$ cat config.mk
export PLATFORM = sky130hd
export DESIGN_NAME = tco_timer
export DESIGN_NICKNAME = d
export VERILOG_FILES = /design/src/include/tco_pkg.sv /design/src/logic/tco_timer.sv /design/src/logic/tco_chan_out.sv
export SDC_FILE = /design/constraint.sdc
export NUM_CORES = 1
export LEC_CHECK = 0
export CAP_MARGIN = 10
export CORE_ASPECT_RATIO = 2
export CORE_MARGIN = 2
export CORE_UTILIZATION = 55
export DETAILED_ROUTE_END_ITERATION = 16
export DONT_BUFFER_PORTS = 1
export HOLD_SLACK_MARGIN = 0.1
export PLACE_DENSITY = 0.72
export SYNTH_ARGS = -nofsm -noshare
export SYNTH_HDL_FRONTEND = slang
export SYNTH_SLANG_ARGS = --single-unit
$ cat constraint.sdc
create_clock -name sys_clk -period 4.3 [get_ports sys_clk]
set_clock_uncertainty 0.2 [all_clocks]
set_input_delay 0.43 -clock sys_clk [delete_from_list [all_inputs] [get_ports sys_clk]]
set_output_delay 0.43 -clock sys_clk [all_outputs]
set_load 0.01 [all_outputs]
$ cat src/include/tco_pkg.sv
// shared constants of the eight-channel timer with pin outputs
// assumes a word-aligned register port with 8-bit byte address
package tco_pkg;
  localparam int NCH = 8;
  localparam int AW = 8;
  localparam int DW = 32;
  localparam int CW = 16;
  // ==========================================================
  // register map, byte addresses; regions of eight words
  localparam logic [7:0] A_MODE = 8'h00;
  localparam logic [7:0] A_RELOAD = 8'h20;
  localparam logic [7:0] A_COUNT = 8'h40;
  localparam logic [7:0] A_OUTVAL = 8'h60;
  localparam logic [7:0] A_OUTEN = 8'h64;
  localparam logic [7:0] A_POL = 8'h68;
  localparam logic [7:0] A_SLV = 8'h6C;
  localparam logic [7:0] A_START = 8'h70;
  localparam logic [7:0] A_STOP = 8'h74;
  localparam logic [7:0] A_RUN = 8'h78;
  localparam logic [7:0] A_PRE = 8'h7C;
  // ==========================================================
  // channel mode config fields
  localparam int F_CKS = 14;
  localparam int F_CCS = 12;
  localparam int F_MS = 11;
  localparam int F_STS = 8;
  localparam int F_CIS = 6;
  localparam int F_MD = 1;
  localparam int F_MD0 = 0;
  localparam logic [2:0] MD_INTERVAL = 3'h0;
  localparam logic [2:0] MD_CAPTURE = 3'h2;
  localparam logic [1:0] CKS_A = 2'h0;
  localparam logic [1:0] CKS_B = 2'h2;
  localparam logic [1:0] CKS_C = 2'h1;
  localparam logic [1:0] CKS_D = 2'h3;
  localparam logic [15:0] SPLIT_MASK = 16'h00FF;
  localparam logic [15:0] FULL_MASK = 16'hFFFF;
  // ==========================================================
  // reset values
  localparam logic [15:0] RST_MODE = 16'h0000;
  localparam logic [15:0] RST_RELOAD = 16'h0000;
  localparam logic [15:0] RST_COUNT = 16'h0000;
  localparam logic [15:0] RST_PRE = 16'h0000;
  localparam logic [7:0] RST_BITS = 8'h00;
  localparam logic RST_PIN = 1'b0;
endpackage

$ cat src/logic/tco_timer.sv
// eight-channel interval timer with per-channel pin output control
// assumes a one-cycle strobe register port, read data one cycle later
// Functional notes
// - counting and reload never depend on output value, enable or level.
// - master output mode ignores level, toggles pin from preloaded default.
// - slave output mode takes active level from the level bit.
// - level change alone never moves the pin; applies at next set/reset.
// - slave set from master interrupt delayed one count clock.
// - simultaneous set and reset: reset wins, set suppressed.
// - output value write only updates channels with output disabled.
// - enabled channels keep timer-driven changes despite value writes.
// - interval mode only: start bit selects interrupt at start.
// - other modes: no start interrupt and no output change.
// - start bit 1: interrupt and toggle when counting begins.
// - start bit 0: silent start, interrupt after first full count.
// - interrupt period is count clock times reload value plus one.
// - square wave toggles every interrupt, 50% duty, double period.
// - counts down; loads reload value at first count clock after start.
// - at zero: interrupt, toggle and reload on next count clock.
// - reload value writable anytime, used from next count period.
// - mode 000 interval, trigger 000 software only, edge field 00.
// - clock select 00 a, 10 b; 01 c, 11 d only channels 1, 3.
// - split bit on 1, 3 gives 8-bit timer; lead bit 0 independent.
// - eight channels 0..7; only 0, 2, 4, 6 may lead.
// - slave level 0: master sets, slave resets; level 1 reversed.
// - output value register always reads current pin levels.
`timescale 1ns/10ps
module tco_timer #(
  parameter int CNT_W = 16
) (
  input wire logic sys_clk,
  input wire logic nrst,
  input wire logic [tco_pkg::AW-1:0] addr,
  input wire logic [tco_pkg::DW-1:0] wr_data,
  input wire logic wr_en,
  input wire logic rd_en,
  output logic [tco_pkg::DW-1:0] rd_data,
  output logic [tco_pkg::NCH-1:0] chan_pin_out,
  output logic [tco_pkg::NCH-1:0] chan_irq,
  output logic [tco_pkg::NCH-1:0] chan_running
);
  import tco_pkg::*;

  if (CNT_W != CW) begin : g_chk
    $error("counter width must be 16");
  end

  typedef struct packed {
    logic [NCH-1:0][15:0] mode;
    logic [NCH-1:0][15:0] reload;
    logic [NCH-1:0][15:0] count;
    logic [15:0] pre_cfg;
    logic [15:0] pre_cnt;
    logic [NCH-1:0] oe;
    logic [NCH-1:0] pol;
    logic [NCH-1:0] slv;
    logic [NCH-1:0] run;
    logic [NCH-1:0] pend;
    logic [NCH-1:0] irq;
    logic [NCH-1:0] cen;
    logic [DW-1:0] rdata;
  } tco_state_t;

  tco_state_t s;
  tco_state_t next_s;
  logic [3:0] pre_tick;
  logic [NCH-1:0] tick;
  logic [15:0] cmask;
  logic [2:0] rgn;
  logic [2:0] idx;
  logic aligned;
  logic outval_wr;

  // ==========================================================
  // helpers
  function automatic logic [15:0] div_mask(input logic [3:0] d);
    div_mask = (16'h0001 << d) - 16'h0001;
  endfunction

  function automatic logic split_chan(input int ch);
    split_chan = (ch == 1) || (ch == 3);
  endfunction

  function automatic logic pick_tick(input logic [1:0] sel, input logic [3:0] pt, input int ch);
    pick_tick = 1'b0;
    if (split_chan(ch)) begin
      case (sel)
        CKS_A: pick_tick = pt[0];
        CKS_B: pick_tick = pt[1];
        CKS_C: pick_tick = pt[2];
        CKS_D: pick_tick = pt[3];
        default: pick_tick = 1'b0;
      endcase
    end else begin
      // clocks c and d do not exist here; low select bit ignored
      pick_tick = sel[1] ? pt[1] : pt[0];
    end
  endfunction

  function automatic logic [15:0] width_mask(input logic [15:0] md, input int ch);
    width_mask = (split_chan(ch) && md[F_MS]) ? SPLIT_MASK : FULL_MASK;
  endfunction

  // ==========================================================
  // bus decode
  always_comb begin
    rgn = addr[7:5];
    idx = addr[4:2];
    aligned = (addr[1:0] == 2'h0);
    outval_wr = wr_en && (addr == A_OUTVAL);
  end

  // ==========================================================
  // prescaler, counters, registers
  always_comb begin
    next_s = s;
    next_s.irq = '0;
    next_s.cen = '0;
    next_s.rdata = '0;
    next_s.pre_cnt = s.pre_cnt + 16'h0001;
    cmask = FULL_MASK;
    for (int k = 0; k < 4; k++) begin
      pre_tick[k] = &(s.pre_cnt | ~div_mask(s.pre_cfg[4*k +: 4]));
    end
    // count logic reads no output register
    for (int i = 0; i < NCH; i++) begin
      tick[i] = pick_tick(s.mode[i][F_CKS +: 2], pre_tick, i);
      cmask = width_mask(s.mode[i], i);
      next_s.cen[i] = tick[i];
      if (s.run[i] && tick[i]) begin
        if (s.mode[i][F_MD +: 3] != MD_INTERVAL) begin
          next_s.pend[i] = 1'b0;
        end else if (s.pend[i]) begin
          next_s.count[i] = s.reload[i] & cmask;
          next_s.pend[i] = 1'b0;
          next_s.irq[i] = s.mode[i][F_MD0];
        end else if ((s.count[i] & cmask) == 16'h0000) begin
          next_s.count[i] = s.reload[i] & cmask;
          next_s.irq[i] = 1'b1;
        end else begin
          next_s.count[i] = (s.count[i] - 16'h0001) & cmask;
        end
      end
    end
    if (wr_en && aligned) begin
      if (rgn == A_MODE[7:5]) begin
        next_s.mode[idx] = wr_data[15:0];
      end else if (rgn == A_RELOAD[7:5]) begin
        next_s.reload[idx] = wr_data[15:0];
      end else begin
        case (addr)
          A_OUTEN: next_s.oe = wr_data[NCH-1:0];
          A_POL: next_s.pol = wr_data[NCH-1:0];
          A_SLV: next_s.slv = wr_data[NCH-1:0];
          A_PRE: next_s.pre_cfg = wr_data[15:0];
          A_START: begin
            next_s.run = s.run | wr_data[NCH-1:0];
            next_s.pend = next_s.pend | wr_data[NCH-1:0];
          end
          A_STOP: begin
            next_s.run = s.run & ~wr_data[NCH-1:0];
            next_s.pend = next_s.pend & ~wr_data[NCH-1:0];
          end
          default: next_s.run = s.run;
        endcase
      end
    end
    if (rd_en && aligned) begin
      if (rgn == A_MODE[7:5]) begin
        next_s.rdata = {16'h0000, s.mode[idx]};
      end else if (rgn == A_RELOAD[7:5]) begin
        next_s.rdata = {16'h0000, s.reload[idx]};
      end else if (rgn == A_COUNT[7:5]) begin
        next_s.rdata = {16'h0000, s.count[idx]};
      end else begin
        case (addr)
          A_OUTVAL: next_s.rdata = {24'h000000, chan_pin_out};
          A_OUTEN: next_s.rdata = {24'h000000, s.oe};
          A_POL: next_s.rdata = {24'h000000, s.pol};
          A_SLV: next_s.rdata = {24'h000000, s.slv};
          A_RUN: next_s.rdata = {24'h000000, s.run};
          A_PRE: next_s.rdata = {16'h0000, s.pre_cfg};
          default: next_s.rdata = '0;
        endcase
      end
    end
  end

  always_ff @(posedge sys_clk or negedge nrst) begin
    if (!nrst) begin
      s.mode <= {NCH{RST_MODE}};
      s.reload <= {NCH{RST_RELOAD}};
      s.count <= {NCH{RST_COUNT}};
      s.pre_cfg <= RST_PRE;
      s.pre_cnt <= 16'h0000;
      s.oe <= RST_BITS;
      s.pol <= RST_BITS;
      s.slv <= RST_BITS;
      s.run <= RST_BITS;
      s.pend <= RST_BITS;
      s.irq <= RST_BITS;
      s.cen <= RST_BITS;
      s.rdata <= '0;
    end else begin
      s <= next_s;
    end
  end

  assign rd_data = s.rdata;
  assign chan_irq = s.irq;
  assign chan_running = s.run;

  // ==========================================================
  // pin output circuits; lead of channel p is nearest even below
  for (genvar p = 0; p < NCH; p++) begin : g_out
    localparam int M = (p % 2 == 1) ? p - 1 : p - 2;
    logic m_irq;
    if (p == 0) begin : g_nolead
      assign m_irq = 1'b0;
    end else begin : g_lead
      assign m_irq = s.irq[M];
    end
    tco_chan_out u_out (
      .sys_clk(sys_clk),
      .nrst(nrst),
      .oe(s.oe[p]),
      .slave_sel(s.slv[p]),
      .polarity(s.pol[p]),
      .own_irq(s.irq[p]),
      .master_irq(m_irq),
      .cen(s.cen[p]),
      .wr_en(outval_wr),
      .wr_val(wr_data[p]),
      .pin(chan_pin_out[p])
    );
  end
endmodule

$ cat src/logic/tco_chan_out.sv
// one channel's pin output circuit: toggle or set/reset, software load
// assumes irq and cen pulses are one sys_clk cycle wide
`timescale 1ns/10ps
module tco_chan_out (
  input wire logic sys_clk,
  input wire logic nrst,
  input wire logic oe,
  input wire logic slave_sel,
  input wire logic polarity,
  input wire logic own_irq,
  input wire logic master_irq,
  input wire logic cen,
  input wire logic wr_en,
  input wire logic wr_val,
  output logic pin
);
  import tco_pkg::*;

  typedef struct packed {
    logic pin;
    logic set_pend;
  } tco_out_t;

  tco_out_t s;
  tco_out_t next_s;
  logic set_now;

  // ==========================================================
  // output state
  always_comb begin
    next_s = s;
    set_now = 1'b0;
    if (oe) begin
      if (!slave_sel) begin
        next_s.set_pend = 1'b0;
        if (own_irq) begin
          next_s.pin = ~s.pin;
        end
      end else begin
        set_now = s.set_pend & cen;
        if (set_now) begin
          next_s.set_pend = 1'b0;
        end
        if (master_irq) begin
          next_s.set_pend = 1'b1;
        end
        // polarity sampled only when an edge happens
        if (own_irq) begin
          next_s.pin = polarity;
        end else if (set_now) begin
          next_s.pin = ~polarity;
        end
      end
    end else begin
      next_s.set_pend = 1'b0;
      if (wr_en) begin
        next_s.pin = wr_val;
      end
    end
  end

  always_ff @(posedge sys_clk or negedge nrst) begin
    if (!nrst) begin
      s <= '{pin: RST_PIN, set_pend: 1'b0};
    end else begin
      s <= next_s;
    end
  end

  assign pin = s.pin;
endmodule

==> reports/metrics.yaml, run 1 <==
floorplanning:
  start_util_pct: 55.4
  die_y_um: 323
  die_area_um2: 53000
  core_um2: 50700
  placementRows: 117
  ioPinCount: 100
  die_x_um: 164
grt:
  antenna_found_initial: 5
  grt_usage_pct: 35.0
  grt_pass1_vias: 22400
  grt.overflow.total: 0
  grt_max_degree: 502
  grt_pass1_wl_mm: 138
pwr:
  combPwrFrac_pct: 9.7
  p_per_area_nw_per_um2: 354
  swShare_pct: 25.7
  intPower_mw: 8.00
  total_leakage_power_nw: 13.5
  p_sw_mw: 2.76
  clkPwrFrac_pct: 42.2
  vdd_drop_max_mv: 0.416
  pwr-share-seq_pct: 48.0
worst_setup_path:
  r2r_start: "s[111]"
  path_cells: "or3_1, or2_2, ha_1, nand4b_1, a21oi_1, nor4b_1, nand4_1, buf_4, or2_1, o211ai_2, buf_12, nand3_4, a221o_1"
  cp.required_ns: 4.58
  end_kind: "flip-flop"
  startpoint_type: "flip-flop"
  critPathMaxFanout: 18
  ff2ff_setup_slack_ns: 0.14
  cp_slowest_cell: "a221o_1"
  path_class: "flip-flop to flip-flop"
  path_delay_family: "simple AND/OR/NAND/NOR gates"
  rr_endpoint: "s[180]"
  crit_arrival_ns: 4.43
  cp_num_buf_inv: 2
  cp.depth: 13
  cpPeakStageDelay_ns: 0.41
  rr_worst_depth: 13
drt:
  via_per_inst: 6.90
  drtAntennaViolNets: 0
  wl_per_cell_um: 28.3
  via_count: 22400
  drtIter0Drc: 2393
  drc_errors: 0
  wl_mm: 91.9
  drtPass1Iterations: 7
min_path:
  min_path_type: "input port to flip-flop"
  hold_path_end: "s[49]"
  hold_depth: 4
  worstHoldStart: "addr[3]"
synthesis:
  synth_ff_type: "dfrtp_1"
  synth_seq_cells: 501
  ys_seq_area_share_pct: 44.7
  synth_cell_types: 90
  syn_inst: 2624
  synth_edf_count: 0
  avgSynthCellArea_um2: 10.7
  synth_warnings: 0
  async_flop_share_pct: 100
  syn_area_um2: 28100
clock_tree:
  cts_tree: "built"
  insertion_delay_ns: 0.61
  clock-sinks: 501
  htree_levels: 2
  clk_pin_slew_ns: 0.07
  cts_buffer_depth: 3
  cts_made_buffers: 44
  clockRootBuffer: "clkbuf_16"
  cts_resized: 0
timing:
  min_period_over_period_pct: 96.6
  tns_ns: 0
  rsz0062_at_grt: "no"
  period_needed_ns: 4.16
  hold_slack_ns: 0.125
  slew_violations: 0
  worst_slew_pin_slew_ns: 1.25
  setup_viol: 0
  slew_headroom_pct: 16.2
  max_freq_mhz: 241
  final-hold-violation-count: 0
place:
  gp_congestion: 0.992
  port_buffers: 0
  hpwl_mm: 65.0
layout:
  drive_gt1_share_pct: 23.5
  nets: 2620
  syn_to_final_growth_pct: 8.31
status:
  status: "finished, final reports clean"
flow_run:
  maxCapViolCount: 0
-- tightest hold or removal path, cell delays in order --
cell and delay (ns):
nor3b_1 0.06, nor3b_2 0.23, nand2_1 0.10, nand2_1 0.05
-- per-stage QoR --
step | util, % | cells | power [mW] | worst slack (ns) | area [um^2]
global route | 60.0 | 3248 | 11.1 | 0.0298 | 30400
CTS | 59.8 | 3240 | 10.7 | 0.218 | 30300
finish | 60.0 | 3248 | 10.8 | 0.145 | 30400
detailed placement | 56.0 | 3131 | 6.07 | 0.232 | 28300
global placement | 56.0 | 3131 | 6.02 | 0.215 | 28300
floorplan | - | 2639 | 5.90 | 0.573 | 28100
-- layer usage --
metal / routed length [um] / vias up / global-route usage, % / share of wire [%]
met2: 46400 / 1151 / 60.5 / 50
met1: 30000 / 11300 / 37.0 / 33
met5: 0 / - / 0 / 0
met3: 6490 / 405 / 6.12 / 7.1
li1: - / 9576 / - / -
met4: 9020 / 0 / 28.2 / 9.8
-- cell families (layout without fill, tap and decap cells) --
family | count (synthesis) | after routing | synth area share, %
AND/OR/NAND/NOR | 702 | 702 | 12.5
AO/OA/AOI/OAI | 636 | 636 | 14.0
flip-flops | 501 | 501 | 44.7
multiplexers | 446 | 446 | 22.1
buffers and inverters | 297 | 249 | 5.21
adder cells (fa/ha/maj) | 21 | 21 | 0.936
XOR/XNOR | 20 | 20 | 0.624
other | 1 | 19 | 0.0134
-- repair_timing --
action	4_1_cts	5_1_grt
hold buffers	27	2
endpoints found under the hold margin	830	319
buffers inserted	0	0
-- area by class of cell --
| cell class | instances | area (um^2) |
|---|---|---|
| Antenna cell | 3 | 7.51 |
| Clock buffer | 65 | 1290 |
| Clock inverter | 17 | 350 |
| Fill cell | 4130 | 20200 |
| Inverter | 59 | 221 |
| Multi-Input combinational cell | 1841 | 14200 |
| Sequential cell | 501 | 12500 |
| Tap cell | 654 | 818 |
| Timing Repair Buffer | 108 | 1010 |
-- cells in the mapped netlist, drive strengths merged (11+ instances only) --
cell / n / area share (%)
ha: 21 / 0.94
buf: 111 / 2.7
o21ai: 200 / 3.6
mux2: 312 / 13
nor2: 190 / 2.5
a31oi: 36 / 0.80
nor2b: 35 / 0.78
inv: 59 / 0.79
nand2: 148 / 2.0
a21oi: 188 / 3.4
a22oi: 27 / 0.72
nor3: 93 / 1.7
mux4: 106 / 8.5
o211ai: 14 / 0.46
nand4: 17 / 0.38
mux2i: 28 / 1.0
nand3: 62 / 1.2
dfrtp: 501 / 45
nand2b: 19 / 0.42
and3: 11 / 0.25
o31ai: 21 / 0.56
nor3b: 20 / 0.53
or3: 20 / 0.45
or2: 13 / 0.29
xor2: 13 / 0.41
o22ai: 19 / 0.42
nor4: 34 / 0.80
clkbuf: 127 / 1.7
-- power groups by stage --
stage | Sequential (mW) | Clock [mW] | Combinational (mW)
6_report | 5.17 | 4.55 | 1.05
5_1_grt | 5.18 | 4.75 | 1.13
4_1_cts | 5.15 | 4.57 | 0.929
3_5_place_dp | 5.24 | 0 | 0.830
3_3_place_gp | 5.22 | 0 | 0.797
2_1_floorplan | 5.12 | 0 | 0.775
-- cells in the final DEF (no fill, tap or decap), types with 13 or more instances in the layout --
| cell type | instances |
|---|---|
| dfrtp_1 | 501 |
| mux2_2 | 311 |
| o21ai_0 | 197 |
| nor2_1 | 189 |
| a21oi_1 | 188 |
| nand2_1 | 147 |
| mux4_2 | 106 |
| nor3_1 | 93 |
| buf_4 | 75 |
| nand3_1 | 61 |
| inv_1 | 59 |
| clkbuf_16 | 44 |
| a31oi_1 | 36 |
| nor2b_1 | 35 |
| nor4_1 | 32 |
| a22oi_1 | 27 |
| mux2i_1 | 26 |
| dlygate4sd3_1 | 24 |
| o31ai_1 | 21 |
| ha_1 | 21 |
| or3_1 | 20 |
| nand2b_1 | 19 |
| o22ai_1 | 19 |
| nor3b_1 | 18 |
| nand4_1 | 17 |
| conb_1 | 16 |
| xor2_1 | 13 |
-- flip-flops by register name, indices dropped and copies added, names as in the netlist, named ones only --
register	flops
chan_irq	8
s	454
g_out.u_out.s	7
g_out.u_out.pin	8
rd_data	16
-- worst max-delay path by stage --
stage,slack [ns],startpoint,to
4_1_cts,0.22,s[111],s[180]
3_5_place_dp,0.23,s[111],s[180]
6_report,0.14,s[111],s[180]
2_1_floorplan,0.57,s[111],s[137]
5_1_grt,0.03,s[111],s[180]
3_3_place_gp,0.22,s[111],s[180]
No activity file was read; power rests on OpenSTA's default activity.
==> run 2, diff against run 1 <==
REMOVE_ABC_BUFFERS = 1   (was unset)
SLEW_MARGIN = 40   (was unset)
==> run 2 against run 1 <==
  * Core utilization is 0.52 points higher
  * Flip-flop and latch count did not move
  * Clock power is 3% higher
  * Final cell count is essentially flat
  * Critical endpoint is now chan_irq[3]
  * Largest cell class unchanged
==> reports/metrics.yaml, run 2 (synthesized netlist as in run 1, its figures left out) <==
clock_tree:
  clockRootBuffer: "clkbuf_16"
  clock-sinks: 501  # unchanged
  cts_buffer_depth: 3  # unchanged
  postCtsSetupRepairBufs: 0  # unchanged
  cts_made_buffers: 45  # +2.3%
  insertion_delay_ns: 0.60  # about the same
  htree_levels: 2  # unchanged
  cts_tree: "built"
  clk_pin_slew_ns: 0.06  # about the same
drt:
  drtIter0Drc: 2219  # -7.3%
  wl_per_cell_um: 28.4  # +0.24%
  drtAntennaViolNets: 0  # unchanged
  via_count: 22300  # -0.45%
  drtPass1Iterations: 8  # +1
  drc_errors: 0  # unchanged
  via_per_inst: 6.88  # -0.39%
  wl_mm: 92.0  # +0.18%
place:
  hpwl_mm: 65.3  # +0.54%
  dp_worst_setup_slack_ns: -0.0989  # -0.331 ns
  place_area_um2: 28500  # +0.39%
  gp_congestion: 0.961  # -3.1%
  port_buffers: 0  # unchanged
  dp.cells: 3127  # -0.13%
floorplanning:
  die_area_um2: 53000  # unchanged
  die_x_um: 164  # unchanged
  ioPinCount: 100  # unchanged
  core_um2: 50700  # unchanged
  placementRows: 117  # unchanged
  start_util_pct: 55.4  # unchanged
  die_y_um: 323  # unchanged
grt:
  gr-max-usage-layer: "met2"
  grt_use_met3_pct: 5.05  # -1.1 points
  grt_pass1_vias: 22500  # +0.36%
  grt_pass1_wl_mm: 138  # about the same
  globalRouteMet1Util_pct: 36.8  # -0.19 points
  antenna_found_initial: 3  # -2
  use_met2_pct: 60.8  # +0.32 points
  grt_max_degree: 502  # unchanged
  grt.overflow.total: 0  # unchanged
  grt_usage_pct: 35.1  # +0.12 points
status:
  status: "finished, final reports clean"
layout:
  nets: 2620  # unchanged
  layout.cells.non_filler: 3246  # -0.062%
  fill_cells: 4149  # +0.46%
  layout_commonest_cell: "dfrtp_1"
  syn_to_final_growth_pct: 9.25
  drive_gt1_share_pct: 25.1  # +1.6 points
  final_area_um2: 30700  # +0.87%
  largest_register: "s"
  final_cell_mix: "dfrtp_1 (500), mux2_2 (311), o21ai_0 (197)"
  largest_register_ffs: 454  # unchanged
worst_setup_path:
  path_class: "flip-flop to flip-flop"
  cpPeakStageDelay_ns: 0.46  # +0.05 ns
  startpoint_type: "flip-flop"
  cp_slowest_cell: "nor3_2"
  cp_num_buf_inv: 1  # -1
  path_delay_family: "simple AND/OR/NAND/NOR gates"
  cp.required_ns: 4.64  # +0.06 ns
  critPathMaxFanout: 17  # -1
  end_kind: "flip-flop"
  crit_arrival_ns: 4.56  # +0.13 ns
  path_cells: "or3_1, or2_2, ha_1, nand4b_1, a21oi_1, nor4b_1, nand4_1, or2_1, o211ai_4, nand3_4, nor3_2, buf_4"
timing:
  worst_slew_pin_slew_ns: 0.935  # -0.311 ns
  setup_viol: 0  # unchanged
  max_freq_mhz: 237  # -1.5%
  final-hold-violation-count: 0  # unchanged
  period_needed_ns: 4.22  # +0.0628 ns
  min_period_over_period_pct: 98.1  # +1.5 points
  setup_slack_ns: 0.0819  # -0.0628 ns
  slew_violations: 0  # unchanged
  rsz0062_at_grt: "no"
  slew_headroom_pct: 37.6  # +21 points
  hold_slack_ns: 0.132  # +0.00667 ns
min_path:
  min_path_type: "input port to flip-flop"
flow_run:
  maxCapViolCount: 0  # unchanged
pwr:
  vdd_drop_max_mv: 0.402  # -3.4%
  p_per_area_nw_per_um2: 355  # +0.34%
  total_leakage_power_nw: 13.6  # +0.93%
[run 2: cell count changes in the layout (fill, tap and decap cells not counted), sizes merged]
cell and change:
clkbuf -5, clkinv +5, dlygate4sd3 -3, buf +2, diode -2, clkinvlp +1
[run 2: report_power, final]
part,switching (mW),internal [mW],leakage (nW)
Sequential,0.250,4.90,6.85
Clock,1.94,2.76,0.845
Combinational,0.590,0.458,5.90
Total,2.78,8.12,13.6
[run 2: final cells by class]
type	instances	area, um^2	share of cell area [%]
multi-input combinational	1841	14300	46.7
sequential	501	12500	40.9
clock buffer	60	1350	4.39
timing repair buffer	107	1070	3.48
tap	654	818	2.67
clock inverter	23	367	1.20
inverter	59	221	0.722
antenna	1	2.50	0.00816
[run 2: through the flow]
step	power [mW]	util [%]	setup TNS [ns]
after floorplan	5.77	-	0
after global placement	6.02	56.0	-0.163
after detailed placement	6.06	56.2	-0.0989
after CTS	10.8	60.3	0
after global routing	11.2	60.5	0
final	10.9	60.5	0
[run 2: path summary, 6_finish.rpt]
path | cells after the start | start | end | slack, ns
max in group asynchronous | 5 | nrst | s[259] | 1.28
min reg2reg | 1 | s[80] | g_out[0].u_out.pin | 0.28
min | 4 | addr[4] | rd_data[13] | 0.13
max reg2reg | 12 | s[111] | chan_irq[3] | 0.08
min in group asynchronous | 2 | nrst | s[70] | 0.19
max | 12 | s[111] | chan_irq[3] | 0.08
[run 2: repair_timing]
action	CTS	global route
setup endpoints to repair	1	1
resized for setup	1	2
endpoints found under the hold margin	831	193
hold buffers	30	2
gates cloned	0	0
[run 2: tightest hold or removal path, cell delays in order]
cell and delay, ns:
mux2i_1 0.07, nor2_1 0.08, a221oi_1 0.05, nor2_1 0.19
[run 2: metal layers]
metal	part of all wire (%)	vias to the layer above
li1	-	9577
met1	32	11200
met2	51	1125
met3	5.9	414
met4	11	2
met5	0.011	-
==> run 3, diff against run 2 <==
SYNTH_HIERARCHICAL = 1   (was unset)
==> run 3 against run 2 <==
  * The flow now finishes with violations (negative hold slack, max-slew violations)
  * Final area shrank 0.50%
  * First-iteration DRC count shrank 11%
  * Maximum frequency grew 6.2%
  * Synthesized area rose by 0.57%
  * Synthesized cell count rose by 0.99%
  * Global-route usage shrank 0.13 points
  * Worst setup slack better by 0.25 ns
  * Sequential share of layout area is 0.36 points higher
  * Worst hold slack worse by 0.78 ns
  * Combinational power down 21%
  * Critical path type unchanged
  * Largest power group unchanged
==> reports/metrics.yaml, run 3 <==
status:
  status: "finished, violations left"
  violations: "negative hold slack, max-slew violations"
grt:
  grt_pass1_wl_mm: 140  # +1.3%
  grt_max_degree: 504  # +0.40%
  antenna_found_initial: 2  # -1
  grt_usage_pct: 35.0  # -0.13 points
  grt_pass1_vias: 23000  # +2.3%
  grt.overflow.total: 0  # unchanged
pwr:
  pwr-share-seq_pct: 49.3  # +2.0 points
  clkPwrFrac_pct: 42.7  # -0.4 points
  combPwrFrac_pct: 8.0  # -1.6 points
  swShare_pct: 24.9  # -0.63 points
  vdd_drop_max_mv: 0.267  # -34%
  p_sw_mw: 2.57  # -7.5%
  intPower_mw: 7.76  # -4.4%
  p_per_area_nw_per_um2: 339  # -4.7%
  total_leakage_power_nw: 13.7  # +0.47%
synthesis:
  synthMuxAreaShare_pct: 21.6  # -0.43 points
  synth_ff_type: "dfrtp_1"
  syn_area_um2: 28200  # +0.57%
  synth_warnings: 6  # +6
  synth_edf_count: 0  # unchanged
  synth_simple_gate_area_share_pct: 12.9  # +0.38 points
  avgSynthCellArea_um2: 10.7  # -0.42%
  yosysTopAreaCell: "dfrtp_1"
  synth_fa_ha_area_share_pct: 0.931  # -0.0053 points
  synth_most_common_cell: "dfrtp_1"
  netlist_top_cells_count: "dfrtp_1 (503), mux2_2 (338), a21oi_1 (193)"
  async_flop_share_pct: 100  # unchanged
  ys_seq_area_share_pct: 44.6  # -0.076 points
  synth_top_family_by_area: "multiplexers"
  synth_cell_types: 91  # +1.1%
  synth.area.top_cells: "dfrtp_1 (45%), mux2_2 (13%), mux4_2 (7.7%)"
  synthXorXnorAreaFrac_pct: 0.745  # +0.12 points
  synth_compound_area_share_pct: 14.1  # +0.12 points
  syn_inst: 2650  # +0.99%
  synth_seq_cells: 503  # +0.40%
  synth_top_area_share_pct: 44.6  # -0.076 points
place:
  dp_worst_setup_slack_ns: 0.424  # +0.523 ns
  dp.cells: 3155  # +0.90%
  gp_congestion: 0.964  # +0.29%
  port_buffers: 0  # unchanged
  hpwl_mm: 64.9  # -0.71%
min_path:
  min_path_type: "input port to asynchronous set/reset pin"
floorplanning:
  die_area_um2: 53300  # +0.56%
  placementRows: 117  # unchanged
  core_um2: 50800  # +0.29%
  die_y_um: 324  # +0.28%
  ioPinCount: 100  # unchanged
  die_x_um: 164  # +0.28%
  start_util_pct: 55.6  # +0.16 points
layout:
  layout_commonest_cell: "dfrtp_1"
  fill_cells: 4052  # -2.3%
  multiInputGateArea_um2: 14400  # +0.46%
  layout.cells.non_filler: 3264  # +0.55%
  largest_register_ffs: 455  # +0.22%
  seq_area_um2: 12600  # +0.39%
  syn_to_final_growth_pct: 8.09
  final_cell_mix: "dfrtp_1 (503), mux2_2 (338), a21oi_1 (193)"
  nets: 2638  # +0.69%
  largest_register: "s"
  drive_gt1_share_pct: 25.6  # +0.49 points
timing:
  setup_viol: 0  # unchanged
  tns_ns: 0  # unchanged
  hold_slack_ns: -0.652  # -0.783 ns
  setup_slack_ns: 0.327  # +0.245 ns
  final-hold-violation-count: 503  # +503
  max_freq_mhz: 252  # +6.2%
  period_needed_ns: 3.97  # -0.245 ns
  slew_violations: 244  # +244
  slew_headroom_pct: -39.8  # -77 points
  min_period_over_period_pct: 92.4  # -5.7 points
  worst_slew_pin_slew_ns: 2.10  # +1.16 ns
  rsz0062_at_grt: "no"
clock_tree:
  hold_buffers: 25  # -17%
  clockRootBuffer: "clkbuf_16"
  htree_levels: 2  # unchanged
  clock-sinks: 503  # +0.40%
  clk_pin_slew_ns: 0.07  # about the same
  cts_tree: "built"
  cts_made_buffers: 45  # unchanged
  cts_buffer_depth: 3  # unchanged
  insertion_delay_ns: 0.60  # about the same
drt:
  wl_mm: 91.8  # -0.27%
  drc_errors: 0  # unchanged
  wl_per_cell_um: 28.1  # -0.82%
  drtAntennaViolNets: 0  # unchanged
  via_count: 22400  # +0.53%
  drtIter0Drc: 1982  # -11%
  via_per_inst: 6.87  # about the same
  drtPass1Iterations: 8  # unchanged
worst_setup_path:
  startpoint_type: "flip-flop"
  end_kind: "flip-flop"
  cp.required_ns: 4.58  # -0.06 ns
  critPathMaxFanout: 14  # -3
  crit_arrival_ns: 4.25  # -0.31 ns
  path_class: "flip-flop to flip-flop"
  rr_worst_depth: 13  # +1
flow_run:
  maxCapViolCount: 0  # unchanged
-- run 3: path summary, 6_finish.rpt --
| path | end | startpoint | slack (ns) |
|---|---|---|---|
| max | s[55] | s[111] | 0.33 |
| min | s[54] | nrst | -0.65 |
| max reg2reg | s[55] | s[111] | 0.33 |
| min reg2reg | s[501] | s[501] | 0.30 |
| max in group asynchronous | s[177] | nrst | 2.90 |
| min in group sys_clk | flip-flop | wr_data[6] | 0.14 |
-- run 3: repair_timing --
item | 4_1_cts | 5_1_grt
hold endpoints to repair | 828 | 503
setup buffers | 0 | 0
endpoints found under the setup margin | 0 | 1
resized for setup | 0 | 1
-- run 3: per-stage QoR --
stage	cell area, um^2	hold slack [ns]	utilization (%)	total power, mW
after global routing	30500	-0.655	60.1	10.6
after floorplan	27200	-0.0656	-	5.64
after CTS	30600	-0.664	60.2	10.3
final	30500	-0.652	60.1	10.3
after detailed placement	28700	-0.0427	56.5	5.91
after global placement	28600	-0.0415	56.4	5.87
-- run 3: power groups by stage --
| stage | Clock [mW] | Combinational, mW | Sequential (mW) |
|---|---|---|---|
| global route | 4.61 | 0.883 | 5.11 |
| global placement | 0 | 0.707 | 5.16 |
| detailed placement | 0 | 0.729 | 5.18 |
| CTS | 4.43 | 0.816 | 5.09 |
| floorplan | 0 | 0.541 | 5.10 |
| finish | 4.41 | 0.829 | 5.10 |
-- run 3: routing by layer --
| metal | wire length, um | GRT usage, % | vias up |
|---|---|---|---|
| li1 | - | - | 9625 |
| met5 | 0 | 0 | - |
| met3 | 5440 | 5.34 | 430 |
| met1 | 30400 | 37.7 | 11300 |
| met4 | 9380 | 28.3 | 0 |
| met2 | 46500 | 59.8 | 1078 |
-- run 3: cell families (layout without fill, tap and decap cells) --
logic type / after synthesis / count (layout)
simple gates: 709 / 709
compound gates: 625 / 625
flops: 503 / 503
mux: 447 / 447
buf+inv: 320 / 262
xor+xnor: 24 / 24
fa+ha+maj: 21 / 21
other cells: 1 / 19
-- run 3: cell type report --
type / count / share of cell area [%]
repair buffers: 94 / 2.71
clock buffers: 59 / 4.19
inverters: 86 / 1.06
well taps: 654 / 2.68
diodes: 2 / 0.0164
clock inverters: 23 / 0.992
flip-flops and latches: 503 / 41.2
multi-input cells: 1843 / 47.1
-- run 3: worst max-delay path: stages (launching register included) --
cell and delay [ns]:
dfrtp_1 0.40, buf_4 0.18, nor3_1 0.32, nand2_1 0.10
ha_1 0.36, nor2b_1 0.19, mux2_2 0.27, nor4b_1 0.35
and2_2 0.29, and3_1 0.20, or2_2 0.13, nand2_1 0.05
a32o_1 0.26, dlygate4sd3_1 0.55
